===== src/common/rcl_regs.svh =====
// constants of the run command logic: bit positions, codes, reset values
// assumes inclusion by bare name from any file that needs them
`ifndef RCL_REGS_SVH
`define RCL_REGS_SVH

// ==========================================================
// operation command word layout
`define RCL_CMD_FWD_BIT    4'h0
`define RCL_CMD_BWD_BIT    4'h1
`define RCL_CMD_TERM_A_BIT 4'hD
`define RCL_CMD_TERM_B_BIT 4'hE
`define RCL_CMD_RST        16'h0000

// ==========================================================
// setting codes
`define RCL_STOP_PRIO_A    2'h1
`define RCL_STOP_PRIO_B    2'h3
`define RCL_LOSS_STOP      3'h0
`define RCL_PID_NORMAL     2'h1
`define RCL_PID_INVERSE    2'h2
`define RCL_PAT_LINEAR     2'h0
`define RCL_STEP_MANUAL    4'h3
`define RCL_STEP_PID       4'hC

// ==========================================================
// reset values
`define RCL_FREQ_RST       16'h0000
`define RCL_TIMER_RST      16'h0000

`endif


===== src/common/rcl_pkg.sv =====
// types shared by the run command logic files
// assumes nothing beyond a SystemVerilog compiler
package rcl_pkg;

  // ========================================================
  // run command source
  typedef enum logic [1:0] {
    RCL_SRC_KEYPAD,
    RCL_SRC_TERMINAL,
    RCL_SRC_COMMS
  } rcl_src_t;

  // ========================================================
  // function given to a run terminal and its word bit
  typedef enum logic [1:0] {
    RCL_FN_NONE,
    RCL_FN_FORWARD,
    RCL_FN_BACKWARD
  } rcl_term_fn_t;

  // ========================================================
  // rotation direction limiter setting
  typedef enum logic [1:0] {
    RCL_DIR_FREE,
    RCL_DIR_NO_FORWARD,
    RCL_DIR_NO_BACKWARD
  } rcl_dir_lim_t;

endpackage : rcl_pkg


===== src/design/rcl_top.sv =====
// run command logic: decides final forward and backward run commands
// assumes all inputs synchronous to mclk_i; keys are one-cycle pulses
//
// Notes on behaviour
// - run key latches run on with keypad direction until stop key or timer expiry.
// - with three-wire hold asserted, momentary terminal runs are latched.
// - without hold assigned, terminal run inputs act as plain levels.
// - command word is 16 bits; bit 0 forward, bit 1 backward.
// - bits 13 and 14 act as run terminals per terminal function settings.
// - link gate is the OR of bits 0, 1, 13 and 14.
// - simultaneous forward and backward requests force both runs off.
// - stop priority 1 or 3: stop key clears runs, linear deceleration.
// - reference below start or stop frequency turns runs off.
// - reference below lower limit turns run off when so configured.
// - command loss with response 0 turns run off.
// - timer expiry turns run off and releases keypad latch together.
// - after overload stop, restart needs request off then on again.
// - reference negated for backward, zero when stopping.
// - direction limiter blocks the disallowed reference polarity.
// - output frequency clamped to upper limit, except while dc braking.
// - dc braking selects brake voltage and frequency values.
// - pid modes 1 or 2 invert error when inverse chosen.
// - pid mode: steps 1..3 to manual, 4, 8, 12 to pid command.
`timescale 1ns/100ps
`default_nettype none
`include "rcl_regs.svh"

module rcl_top
  import rcl_pkg::*;
#(
  parameter int TIMER_W = 16
) (
  input  wire logic                  mclk_i,
  input  wire logic                  rst_n_i,
  // keypad
  input  wire logic                  key_run_i,
  input  wire logic                  key_stop_i,
  input  wire logic                  key_backward_i,
  // terminals
  input  wire logic                  term_fwd_i,
  input  wire logic                  term_bwd_i,
  input  wire logic                  hold_assigned_i,
  input  wire logic                  three_wire_latch_i,
  // communications word
  input  wire logic                  cmd_wr_i,
  input  wire logic           [15:0] cmd_data_i,
  output logic                [15:0] operation_command_word_o,
  output logic                       comms_link_gate_o,
  // settings
  input  wire rcl_pkg::rcl_src_t     run_src_i,
  input  wire rcl_pkg::rcl_term_fn_t first_run_terminal_function_i,
  input  wire rcl_pkg::rcl_term_fn_t second_run_terminal_function_i,
  input  wire logic            [1:0] stop_key_priority_i,
  input  wire logic            [1:0] accel_decel_pattern_i,
  input  wire logic           [15:0] starting_frequency_i,
  input  wire logic           [15:0] stop_frequency_i,
  input  wire logic           [15:0] lower_frequency_limit_i,
  input  wire logic                  lower_limit_action_i,
  input  wire logic            [2:0] command_loss_response_i,
  input  wire logic                  command_loss_i,
  input  wire logic                  timer_enable_i,
  input  wire logic    [TIMER_W-1:0] timer_preset_i,
  input  wire logic                  overload_stop_action_i,
  input  wire logic                  overload_i,
  // reference and output stage
  input  wire logic signed    [15:0] ref_freq_i,
  input  wire rcl_pkg::rcl_dir_lim_t direction_limiter_i,
  input  wire logic           [15:0] ramp_freq_i,
  input  wire logic           [15:0] upper_frequency_limit_i,
  input  wire logic                  dc_brake_i,
  input  wire logic           [15:0] dc_freq_i,
  input  wire logic           [15:0] dc_volt_i,
  input  wire logic           [15:0] norm_volt_i,
  // pid
  input  wire logic            [1:0] pid_mode_code_i,
  input  wire logic                  error_polarity_flip_i,
  input  wire logic signed    [15:0] pid_cmd_i,
  input  wire logic signed    [15:0] pid_fb_i,
  input  wire logic            [3:0] step_sel_i,
  // results
  output logic                       forward_run_cmd_o,
  output logic                       backward_run_cmd_o,
  output logic                       keypad_hold_o,
  output logic                       restart_lock_o,
  output logic                       linear_decel_o,
  output logic                 [1:0] decel_pattern_o,
  output logic signed         [15:0] final_ref_o,
  output logic                [15:0] out_freq_o,
  output logic                [15:0] out_volt_o,
  output logic signed         [15:0] pid_error_o,
  output logic                 [3:0] manual_step_o,
  output logic                 [3:0] pid_step_o
);

  // ==========================================================
  // state
  logic [15:0]        word_ff, nxt_word;
  logic               kp_hold_ff, nxt_kp_hold;
  logic               kp_bwd_ff, nxt_kp_bwd;
  logic               tw_fwd_ff, nxt_tw_fwd;
  logic               tw_bwd_ff, nxt_tw_bwd;
  logic               fwd_ff, nxt_fwd;
  logic               bwd_ff, nxt_bwd;
  logic               lock_ff, nxt_lock;
  logic               lin_ff, nxt_lin;
  logic               req_d_ff, nxt_req_d;
  logic signed [15:0] err_ff, nxt_err;
  logic [3:0]         man_ff, nxt_man;
  logic [3:0]         pstep_ff, nxt_pstep;

  // ==========================================================
  // combinational helpers
  logic        term_a, term_b;
  logic        word_fwd, word_bwd;
  logic        term_fwd, term_bwd;
  logic        req_fwd, req_bwd, req_any;
  logic        prio_stop;
  logic        ovl_stop;
  logic        freq_low;
  logic        loss_stop;
  logic        run_start;
  logic        tmr_expire;
  logic        tmr_running;
  logic [15:0] ref_mag;
  logic        pid_on, pid_inv;

  // ==========================================================
  // operation command word, written whole by the link
  always_comb begin
    nxt_word = cmd_wr_i ? cmd_data_i : word_ff;
  end

  always_ff @(posedge mclk_i or negedge rst_n_i) begin
    if (!rst_n_i) word_ff <= `RCL_CMD_RST;
    else          word_ff <= nxt_word;
  end

  assign operation_command_word_o = word_ff;

  // ==========================================================
  // word decode; a shared function on both bits ORs them together
  assign term_a   = word_ff[`RCL_CMD_TERM_A_BIT];
  assign term_b   = word_ff[`RCL_CMD_TERM_B_BIT];
  assign word_fwd = word_ff[`RCL_CMD_FWD_BIT]
    | (term_a && first_run_terminal_function_i  == RCL_FN_FORWARD)
    | (term_b && second_run_terminal_function_i == RCL_FN_FORWARD);
  assign word_bwd = word_ff[`RCL_CMD_BWD_BIT]
    | (term_a && first_run_terminal_function_i  == RCL_FN_BACKWARD)
    | (term_b && second_run_terminal_function_i == RCL_FN_BACKWARD);
  assign comms_link_gate_o = term_a | term_b
    | word_ff[`RCL_CMD_FWD_BIT] | word_ff[`RCL_CMD_BWD_BIT];

  // ==========================================================
  // terminal inputs: three-wire latch or two-wire levels
  always_comb begin
    nxt_tw_fwd = 1'b0;
    nxt_tw_bwd = 1'b0;
    if (hold_assigned_i && three_wire_latch_i) begin
      nxt_tw_fwd = tw_fwd_ff | term_fwd_i;
      nxt_tw_bwd = tw_bwd_ff | term_bwd_i;
    end
  end

  always_ff @(posedge mclk_i or negedge rst_n_i) begin
    if (!rst_n_i) begin
      tw_fwd_ff <= 1'b0;
      tw_bwd_ff <= 1'b0;
    end else begin
      tw_fwd_ff <= nxt_tw_fwd;
      tw_bwd_ff <= nxt_tw_bwd;
    end
  end

  // momentary pulses count in the latch cycle itself
  assign term_fwd = hold_assigned_i
    ? (tw_fwd_ff | term_fwd_i) & three_wire_latch_i
    : term_fwd_i;
  assign term_bwd = hold_assigned_i
    ? (tw_bwd_ff | term_bwd_i) & three_wire_latch_i
    : term_bwd_i;

  // ==========================================================
  // keypad hold; stop key and timer expiry both release it
  always_comb begin
    nxt_kp_hold = kp_hold_ff;
    nxt_kp_bwd  = kp_bwd_ff;
    if (key_run_i) begin
      nxt_kp_hold = 1'b1;
      nxt_kp_bwd  = key_backward_i;
    end
    if (key_stop_i || tmr_expire)
      nxt_kp_hold = 1'b0;
  end

  always_ff @(posedge mclk_i or negedge rst_n_i) begin
    if (!rst_n_i) begin
      kp_hold_ff <= 1'b0;
      kp_bwd_ff  <= 1'b0;
    end else begin
      kp_hold_ff <= nxt_kp_hold;
      kp_bwd_ff  <= nxt_kp_bwd;
    end
  end

  assign keypad_hold_o = kp_hold_ff;

  // ==========================================================
  // request from the selected source
  always_comb begin
    case (run_src_i)
      RCL_SRC_KEYPAD: begin
        req_fwd = kp_hold_ff & ~kp_bwd_ff;
        req_bwd = kp_hold_ff &  kp_bwd_ff;
      end
      RCL_SRC_TERMINAL: begin
        req_fwd = term_fwd;
        req_bwd = term_bwd;
      end
      RCL_SRC_COMMS: begin
        req_fwd = word_fwd;
        req_bwd = word_bwd;
      end
      default: begin
        req_fwd = 1'b0;
        req_bwd = 1'b0;
      end
    endcase
  end

  assign req_any = req_fwd | req_bwd;

  // ==========================================================
  // stop conditions
  assign prio_stop = key_stop_i &&
    (stop_key_priority_i == `RCL_STOP_PRIO_A ||
     stop_key_priority_i == `RCL_STOP_PRIO_B);
  assign ovl_stop  = overload_i & overload_stop_action_i;
  assign ref_mag   = ref_freq_i[15] ? 16'(-ref_freq_i) : ref_freq_i;
  // magnitude compare: direction does not lower the threshold
  assign freq_low  = (ref_mag < starting_frequency_i)
                   | (ref_mag < stop_frequency_i)
                   | (lower_limit_action_i &&
                      ref_mag < lower_frequency_limit_i);
  assign loss_stop = command_loss_i &&
    command_loss_response_i == `RCL_LOSS_STOP;
  assign run_start = req_any & ~req_d_ff;

  // ==========================================================
  // restart lock: set by overload stop, priority 1 or 3 stop key or timer expiry; released only
  // once the request drops; set wins over the release
  always_comb begin
    nxt_lock = lock_ff;
    if (!req_any) nxt_lock = 1'b0;
    if (ovl_stop || prio_stop || tmr_expire) nxt_lock = 1'b1;
    nxt_req_d = req_any;
    nxt_lin = lin_ff;
    if (run_start) nxt_lin = 1'b0;
    if (prio_stop) nxt_lin = 1'b1;
  end

  always_ff @(posedge mclk_i or negedge rst_n_i) begin
    if (!rst_n_i) begin
      lock_ff  <= 1'b0;
      req_d_ff <= 1'b0;
      lin_ff   <= 1'b0;
    end else begin
      lock_ff  <= nxt_lock;
      req_d_ff <= nxt_req_d;
      lin_ff   <= nxt_lin;
    end
  end

  assign restart_lock_o  = lock_ff;
  assign linear_decel_o  = lin_ff;
  assign decel_pattern_o = lin_ff ? `RCL_PAT_LINEAR : accel_decel_pattern_i;

  // ==========================================================
  // timer driven operation
  rcl_timer #(
    .WIDTH     (TIMER_W)
  ) u_timer (
    .mclk_i    (mclk_i),
    .rst_n_i   (rst_n_i),
    .start_i   (run_start & timer_enable_i),
    .abort_i   (~req_any | ~timer_enable_i),
    .preset_i  (timer_preset_i),
    .running_o (tmr_running),
    .expire_o  (tmr_expire)
  );

  // ==========================================================
  // final run decision, registered every cycle
  always_comb begin
    nxt_fwd = req_fwd;
    nxt_bwd = req_bwd;
    if (req_fwd && req_bwd) begin
      nxt_fwd = 1'b0;
      nxt_bwd = 1'b0;
    end
    if (lock_ff || prio_stop || ovl_stop || tmr_expire ||
        freq_low || loss_stop) begin
      nxt_fwd = 1'b0;
      nxt_bwd = 1'b0;
    end
  end

  always_ff @(posedge mclk_i or negedge rst_n_i) begin
    if (!rst_n_i) begin
      fwd_ff <= 1'b0;
      bwd_ff <= 1'b0;
    end else begin
      fwd_ff <= nxt_fwd;
      bwd_ff <= nxt_bwd;
    end
  end

  assign forward_run_cmd_o  = fwd_ff;
  assign backward_run_cmd_o = bwd_ff;

  // ==========================================================
  // output stage
  rcl_freq u_freq (
    .mclk_i        (mclk_i),
    .rst_n_i       (rst_n_i),
    .fwd_i         (fwd_ff),
    .bwd_i         (bwd_ff),
    .ref_mag_i     (ref_mag),
    .dir_lim_i     (direction_limiter_i),
    .ramp_freq_i   (ramp_freq_i),
    .upper_limit_i (upper_frequency_limit_i),
    .dc_brake_i    (dc_brake_i),
    .dc_freq_i     (dc_freq_i),
    .dc_volt_i     (dc_volt_i),
    .norm_volt_i   (norm_volt_i),
    .final_ref_o   (final_ref_o),
    .out_freq_o    (out_freq_o),
    .out_volt_o    (out_volt_o)
  );

  // ==========================================================
  // pid process mode: error polarity and step routing
  assign pid_on  = pid_mode_code_i == `RCL_PID_NORMAL ||
                   pid_mode_code_i == `RCL_PID_INVERSE;
  // mode code and inversion input toggle each other
  assign pid_inv = (pid_mode_code_i == `RCL_PID_INVERSE)
                 ^ error_polarity_flip_i;

  always_comb begin
    nxt_err   = `RCL_FREQ_RST;
    nxt_man   = step_sel_i;
    nxt_pstep = 4'h0;
    if (pid_on) begin
      nxt_err   = pid_inv ? 16'(pid_fb_i - pid_cmd_i)
                          : 16'(pid_cmd_i - pid_fb_i);
      nxt_man   = step_sel_i & `RCL_STEP_MANUAL;
      nxt_pstep = step_sel_i & `RCL_STEP_PID;
    end
  end

  always_ff @(posedge mclk_i or negedge rst_n_i) begin
    if (!rst_n_i) begin
      err_ff   <= `RCL_FREQ_RST;
      man_ff   <= 4'h0;
      pstep_ff <= 4'h0;
    end else begin
      err_ff   <= nxt_err;
      man_ff   <= nxt_man;
      pstep_ff <= nxt_pstep;
    end
  end

  assign pid_error_o   = err_ff;
  assign manual_step_o = man_ff;
  assign pid_step_o    = pstep_ff;

endmodule : rcl_top

`default_nettype wire


===== src/design/rcl_timer.sv =====
// countdown timer for timer driven operation
// assumes start is a one-cycle pulse at the rising edge of a run command
`timescale 1ns/100ps
`default_nettype none
`include "rcl_regs.svh"

module rcl_timer #(
  parameter int WIDTH = 16
) (
  input  wire logic             mclk_i,
  input  wire logic             rst_n_i,
  input  wire logic             start_i,
  input  wire logic             abort_i,
  input  wire logic [WIDTH-1:0] preset_i,
  output logic                  running_o,
  output logic                  expire_o
);

  logic [WIDTH-1:0] count_ff, nxt_count;
  logic             run_ff, nxt_run;
  logic             exp_ff, nxt_exp;

  // ==========================================================
  // countdown; a zero preset expires on the next cycle
  always_comb begin
    nxt_count = count_ff;
    nxt_run   = run_ff;
    nxt_exp   = 1'b0;
    if (abort_i) begin
      nxt_run = 1'b0;
    end else if (start_i) begin
      nxt_count = preset_i;
      nxt_run   = 1'b1;
    end else if (run_ff) begin
      if (count_ff == '0) begin
        nxt_run = 1'b0;
        nxt_exp = 1'b1;
      end else begin
        nxt_count = count_ff - 1'b1;
      end
    end
  end

  always_ff @(posedge mclk_i or negedge rst_n_i) begin
    if (!rst_n_i) begin
      count_ff <= WIDTH'(`RCL_TIMER_RST);
      run_ff   <= 1'b0;
      exp_ff   <= 1'b0;
    end else begin
      count_ff <= nxt_count;
      run_ff   <= nxt_run;
      exp_ff   <= nxt_exp;
    end
  end

  assign running_o = run_ff;
  assign expire_o  = exp_ff;

endmodule : rcl_timer

`default_nettype wire


===== src/design/rcl_freq.sv =====
// output stage: sign, zero, direction limiter, upper clamp, dc brake mux
// assumes run commands already settled by the decision logic
`timescale 1ns/100ps
`default_nettype none
`include "rcl_regs.svh"

module rcl_freq
  import rcl_pkg::*;
(
  input  wire logic               mclk_i,
  input  wire logic               rst_n_i,
  input  wire logic               fwd_i,
  input  wire logic               bwd_i,
  input  wire logic signed [15:0] ref_mag_i,
  input  wire rcl_pkg::rcl_dir_lim_t dir_lim_i,
  input  wire logic        [15:0] ramp_freq_i,
  input  wire logic        [15:0] upper_limit_i,
  input  wire logic               dc_brake_i,
  input  wire logic        [15:0] dc_freq_i,
  input  wire logic        [15:0] dc_volt_i,
  input  wire logic        [15:0] norm_volt_i,
  output logic signed      [15:0] final_ref_o,
  output logic             [15:0] out_freq_o,
  output logic             [15:0] out_volt_o
);

  logic signed [15:0] ref_ff, nxt_ref;
  logic        [15:0] frq_ff, nxt_frq;
  logic        [15:0] vlt_ff, nxt_vlt;

  // ==========================================================
  // signed reference, then polarity limiter, then clamp and brake mux
  always_comb begin
    nxt_ref = `RCL_FREQ_RST;
    if (fwd_i) nxt_ref = ref_mag_i;
    if (bwd_i) nxt_ref = 16'(-ref_mag_i);
    if (dir_lim_i == RCL_DIR_NO_FORWARD && nxt_ref > 0)
      nxt_ref = `RCL_FREQ_RST;
    if (dir_lim_i == RCL_DIR_NO_BACKWARD && nxt_ref < 0)
      nxt_ref = `RCL_FREQ_RST;
    nxt_frq = (ramp_freq_i > upper_limit_i) ? upper_limit_i
                                            : ramp_freq_i;
    nxt_vlt = norm_volt_i;
    if (dc_brake_i) begin
      nxt_frq = dc_freq_i;
      nxt_vlt = dc_volt_i;
    end
  end

  always_ff @(posedge mclk_i or negedge rst_n_i) begin
    if (!rst_n_i) begin
      ref_ff <= `RCL_FREQ_RST;
      frq_ff <= `RCL_FREQ_RST;
      vlt_ff <= `RCL_FREQ_RST;
    end else begin
      ref_ff <= nxt_ref;
      frq_ff <= nxt_frq;
      vlt_ff <= nxt_vlt;
    end
  end

  assign final_ref_o = ref_ff;
  assign out_freq_o  = frq_ff;
  assign out_volt_o  = vlt_ff;

endmodule : rcl_freq

`default_nettype wire


===== config.mk =====
export PLATFORM = sky130hd
export DESIGN_NAME = rcl_top
export DESIGN_NICKNAME = d
export VERILOG_FILES = /design/src/common/rcl_pkg.sv /design/src/design/rcl_top.sv /design/src/design/rcl_timer.sv /design/src/design/rcl_freq.sv
export VERILOG_INCLUDE_DIRS = /design/src /design/src/common
export SDC_FILE = /design/constraint.sdc
export NUM_CORES = 1
export LEC_CHECK = 0
export BUFFER_PORTS_ARGS = -buffer_cell sky130_fd_sc_hd__buf_4
export CAP_MARGIN = 20
export CORE_AREA = 5 5 164 166
export DETAILED_ROUTE_END_ITERATION = 7
export DIE_AREA = 0 0 169 171
export SLEW_MARGIN = 10
export SYNTH_ARGS = -nofsm -noshare
export SYNTH_HDL_FRONTEND = slang
export SYNTH_SLANG_ARGS = --single-unit

===== constraint.sdc =====
create_clock -name mclk_i -period 3.4 [get_ports mclk_i]
set_input_delay 0.17 -clock mclk_i [delete_from_list [all_inputs] [get_ports mclk_i]]
set_output_delay 0.17 -clock mclk_i [all_outputs]
set_load 0.02 [all_outputs]

==> reports/qor.yml <==
timing:
  period_minus_slack_ns: 3.185
  tns_ns: 0
  worst_slew_pin_slew_ns: 1.087
  whs_ns: 0.01966
  slew_headroom_pct: 27.57
  timing.fmax_ghz: 0.3140
  rsz0062_at_grt: "no"
  worst_clock_skew_ns: 0.01791
  setup_ws_ns: 0.2151
  hold_violations: 0
  min_period_over_period_pct: 93.68
  setup_violations: 0
  final-max-slew-violation-count: 0
layout:
  n_antenna_cell: 0
  n_fill_cell: 2361
  final-seq-area_um2: 2828
  final_cell_mix: "buf_4, inv_1, dfrtp_1, ha_1, dlygate4sd3_1"
  fin_nets: 1740
  drive_above_1_share_pct: 33.26
  final_area_um2: 13130
  multiInputGateArea_um2: 5301
  final_util_pct: 51.54
  areaGrowthSynthToFinish_pct: 50.85
  layout_commonest_cell: "buf_4"
flow_run:
  maxCapViolations: 0
drt:
  detail-route-antenna-nets: 0
  viasPerCell: 4.946
  drtIter0Drc: 325
  wl_per_cell_um: 16.49
  vias: 8630
  drc: 0
  routed_wl_mm: 28.77
  dr.pass1.iters: 5
grt:
  met2_usage_pct: 33.70
  grt_pass1_wl_mm: 44.84
  grtUsageMet1_pct: 23.31
  gr-usage-met3_pct: 5.591
  antenna_found_initial: 0
  grt_overflow_total: 0
  grt_max_degree: 73
  grt_usage_pct: 19.23
  grt_busiest_layer: "met2"
  grt_pass1_vias: 8672
clocking:
  cts_buffers: 17
  clkTransAtPathRegs_ns: 0.06
  htreeDepth: 4
  cts_root_buffer: "clkbuf_16"
  clock_sinks: 113
  clock_path_buffers: 2
  cts_tree: "done"
  clk_latency_ns: 0.42
logic_synthesis:
  synth_top_family_by_area: "compound AO/OA/AOI/OAI gates"
  syn_area_um2: 8701
  synthSimpleGateAreaFrac_pct: 15.67
  syn_avg_cell_area_um2: 8.998
  yosysSeqAreaShare_pct: 32.50
  synth_ff_type: "dfrtp_1"
  ys_ff_latch: 113
  synth_compound_area_share_pct: 18.31
  synth-warning-count: 0
  synth_cells: 967
  synth_cell_types: 74
  synth-edff-count: 0
  synthMuxAreaShare_pct: 8.758
  synth_fa_ha_area_share_pct: 14.12
  yosys.area_share.xor_xnor_pct: 3.595
  synth_async_sr_flop_share_pct: 100.0
status:
  status: "finished clean"
placement:
  placed_area_um2: 11780
  portBuffers: 338
  place_congestion: 0.8676
  place_ws_ns: 0.06843
  hpwl_mm: 22.94
floorplan:
  fp.dieH_um: 171
  core-area_um2: 25470
  rows: 59
  dieArea_um2: 28900
  start_util_pct: 34.16
  num_io_pins: 342
  die_w_um: 169
power:
  power.density_nw_per_um2: 394.5
  power_leakage_uw: 0.006721
  irDropWorstVdd_uv: 290.9
setup_path:
  required_ns: 3.69
  critPathCaptureType: "flip-flop"
  critPathMaxFanout: 2
  cp-start-kind: "input port"
  path_class: "in -> reg"
  arrival_ns: 3.48
hold_path:
  min_path_type: "in -> reg"
-- registers in the layout, summed over array words and instances (netlist names), 2 cells and up --
signal,count
manual_step_o,4
u_freq.final_ref_o,16
u_freq.out_volt_o,16
u_freq.out_freq_o,16
u_timer.count_ff,16
operation_command_word_o,16
pid_error_o,16
pid_step_o,2
-- worst max-delay path, stage by stage --
cell,delay [ns]
dlygate4sd3_1,0.54
buf_4,0.14
inv_1,0.05
ha_1,0.16
inv_1,0.06
fa_1,0.37
nand2_1,0.06
mux2_2,0.16
a21oi_1,0.09
a2111oi_2,0.34
buf_4,0.17
o21ai_0,0.13
a31o_2,0.31
a31oi_2,0.23
o221ai_1,0.18
mux2_1,0.33
-- area by class of cell --
cell class,instances,share of cell area (%)
Multi-Input combinational cell,701,40.39
Timing Repair Buffer,446,27.04
Sequential cell,113,21.54
Inverter,118,3.375
Clock buffer,17,3.241
Tap cell,335,3.194
Clock inverter,15,1.220
-- report_power, final --
part	internal (µW)	total [µW]	switching, µW
logic	828	1710	883
registers	1540	1670	130
clock network	1040	1800	756
-- stage by stage --
stage | instances | power (µW)
after floorplan | 968 | 2593
after global placement | 1638 | 3289
after detailed placement | 1638 | 3317
after CTS | 1745 | 5232
after global routing | 1745 | 5497
final | 1745 | 5177
-- cells in the mapped netlist, drive strengths merged, types with 11 or more instances --
master | number | area share, %
inv | 118 | 5.1
nor2 | 54 | 2.3
nand4 | 11 | 0.79
a22oi | 18 | 1.6
a21oi | 48 | 2.8
nor3 | 27 | 2.1
a21o | 33 | 2.8
clkbuf | 24 | 1.0
ha | 95 | 14
xor2 | 15 | 1.5
o21ai | 71 | 4.1
dfrtp | 113 | 32
mux2i | 30 | 3.5
nand2b | 16 | 1.2
buf | 12 | 0.88
nor4 | 11 | 0.79
nor2b | 18 | 1.3
xnor2 | 19 | 2.1
nand2 | 60 | 2.6
mux2 | 41 | 5.3
nand3 | 19 | 1.1
-- final timing paths --
path	from	to	slack [ns]	depth (start not counted)
hold / removal	term_fwd_i	tw_fwd_ff$_DFF_PN0_	0.02	3
setup reg to reg	u_timer.count_ff[2]$_DFFE_PN0P_	u_timer.count_ff[7]$_DFFE_PN0P_	0.45	11
min in group asynchronous	rst_n_i	u_freq.out_volt_o[4]$_DFF_PN0_	0.44	2
hold reg to reg	u_timer.expire_o$_DFF_PN0_	keypad_hold_o$_DFFE_PN0P_	0.49	1
max in group asynchronous	rst_n_i	backward_run_cmd_o$_DFF_PN0_	2.20	3
setup / recovery	pid_fb_i[0]	pid_error_o[14]$_DFF_PN0_	0.22	16
-- routing by layer --
metal / up-vias / wire, µm
met4: 0 / 561
met1: 4018 / 11850
li1: 4299 / -
met2: 274 / 14320
met3: 39 / 2044
met5: - / 0
-- cell families (layout without fill, tap and decap cells) --
| kind of cell | count (synthesis) | in the layout |
|---|---|---|
| xor gates and xnor gates | 34 | 34 |
| muxes | 71 | 71 |
| AOI/OAI and AO/OA | 241 | 241 |
| and+or+nand+nor | 256 | 256 |
| DFF | 113 | 113 |
| adders and majority gates | 97 | 97 |
| buffers and inverters | 154 | 596 |
| other | 1 | 2 |
-- what timing repair did --
action | CTS | global route
hold buffers | 75 | 0
setup endpoints to repair | 0 | 1
gates resized for setup | 0 | 3
hold endpoints to repair | 131 | 0
setup buffers | 0 | 0
(Power assumes the default switching activity.)
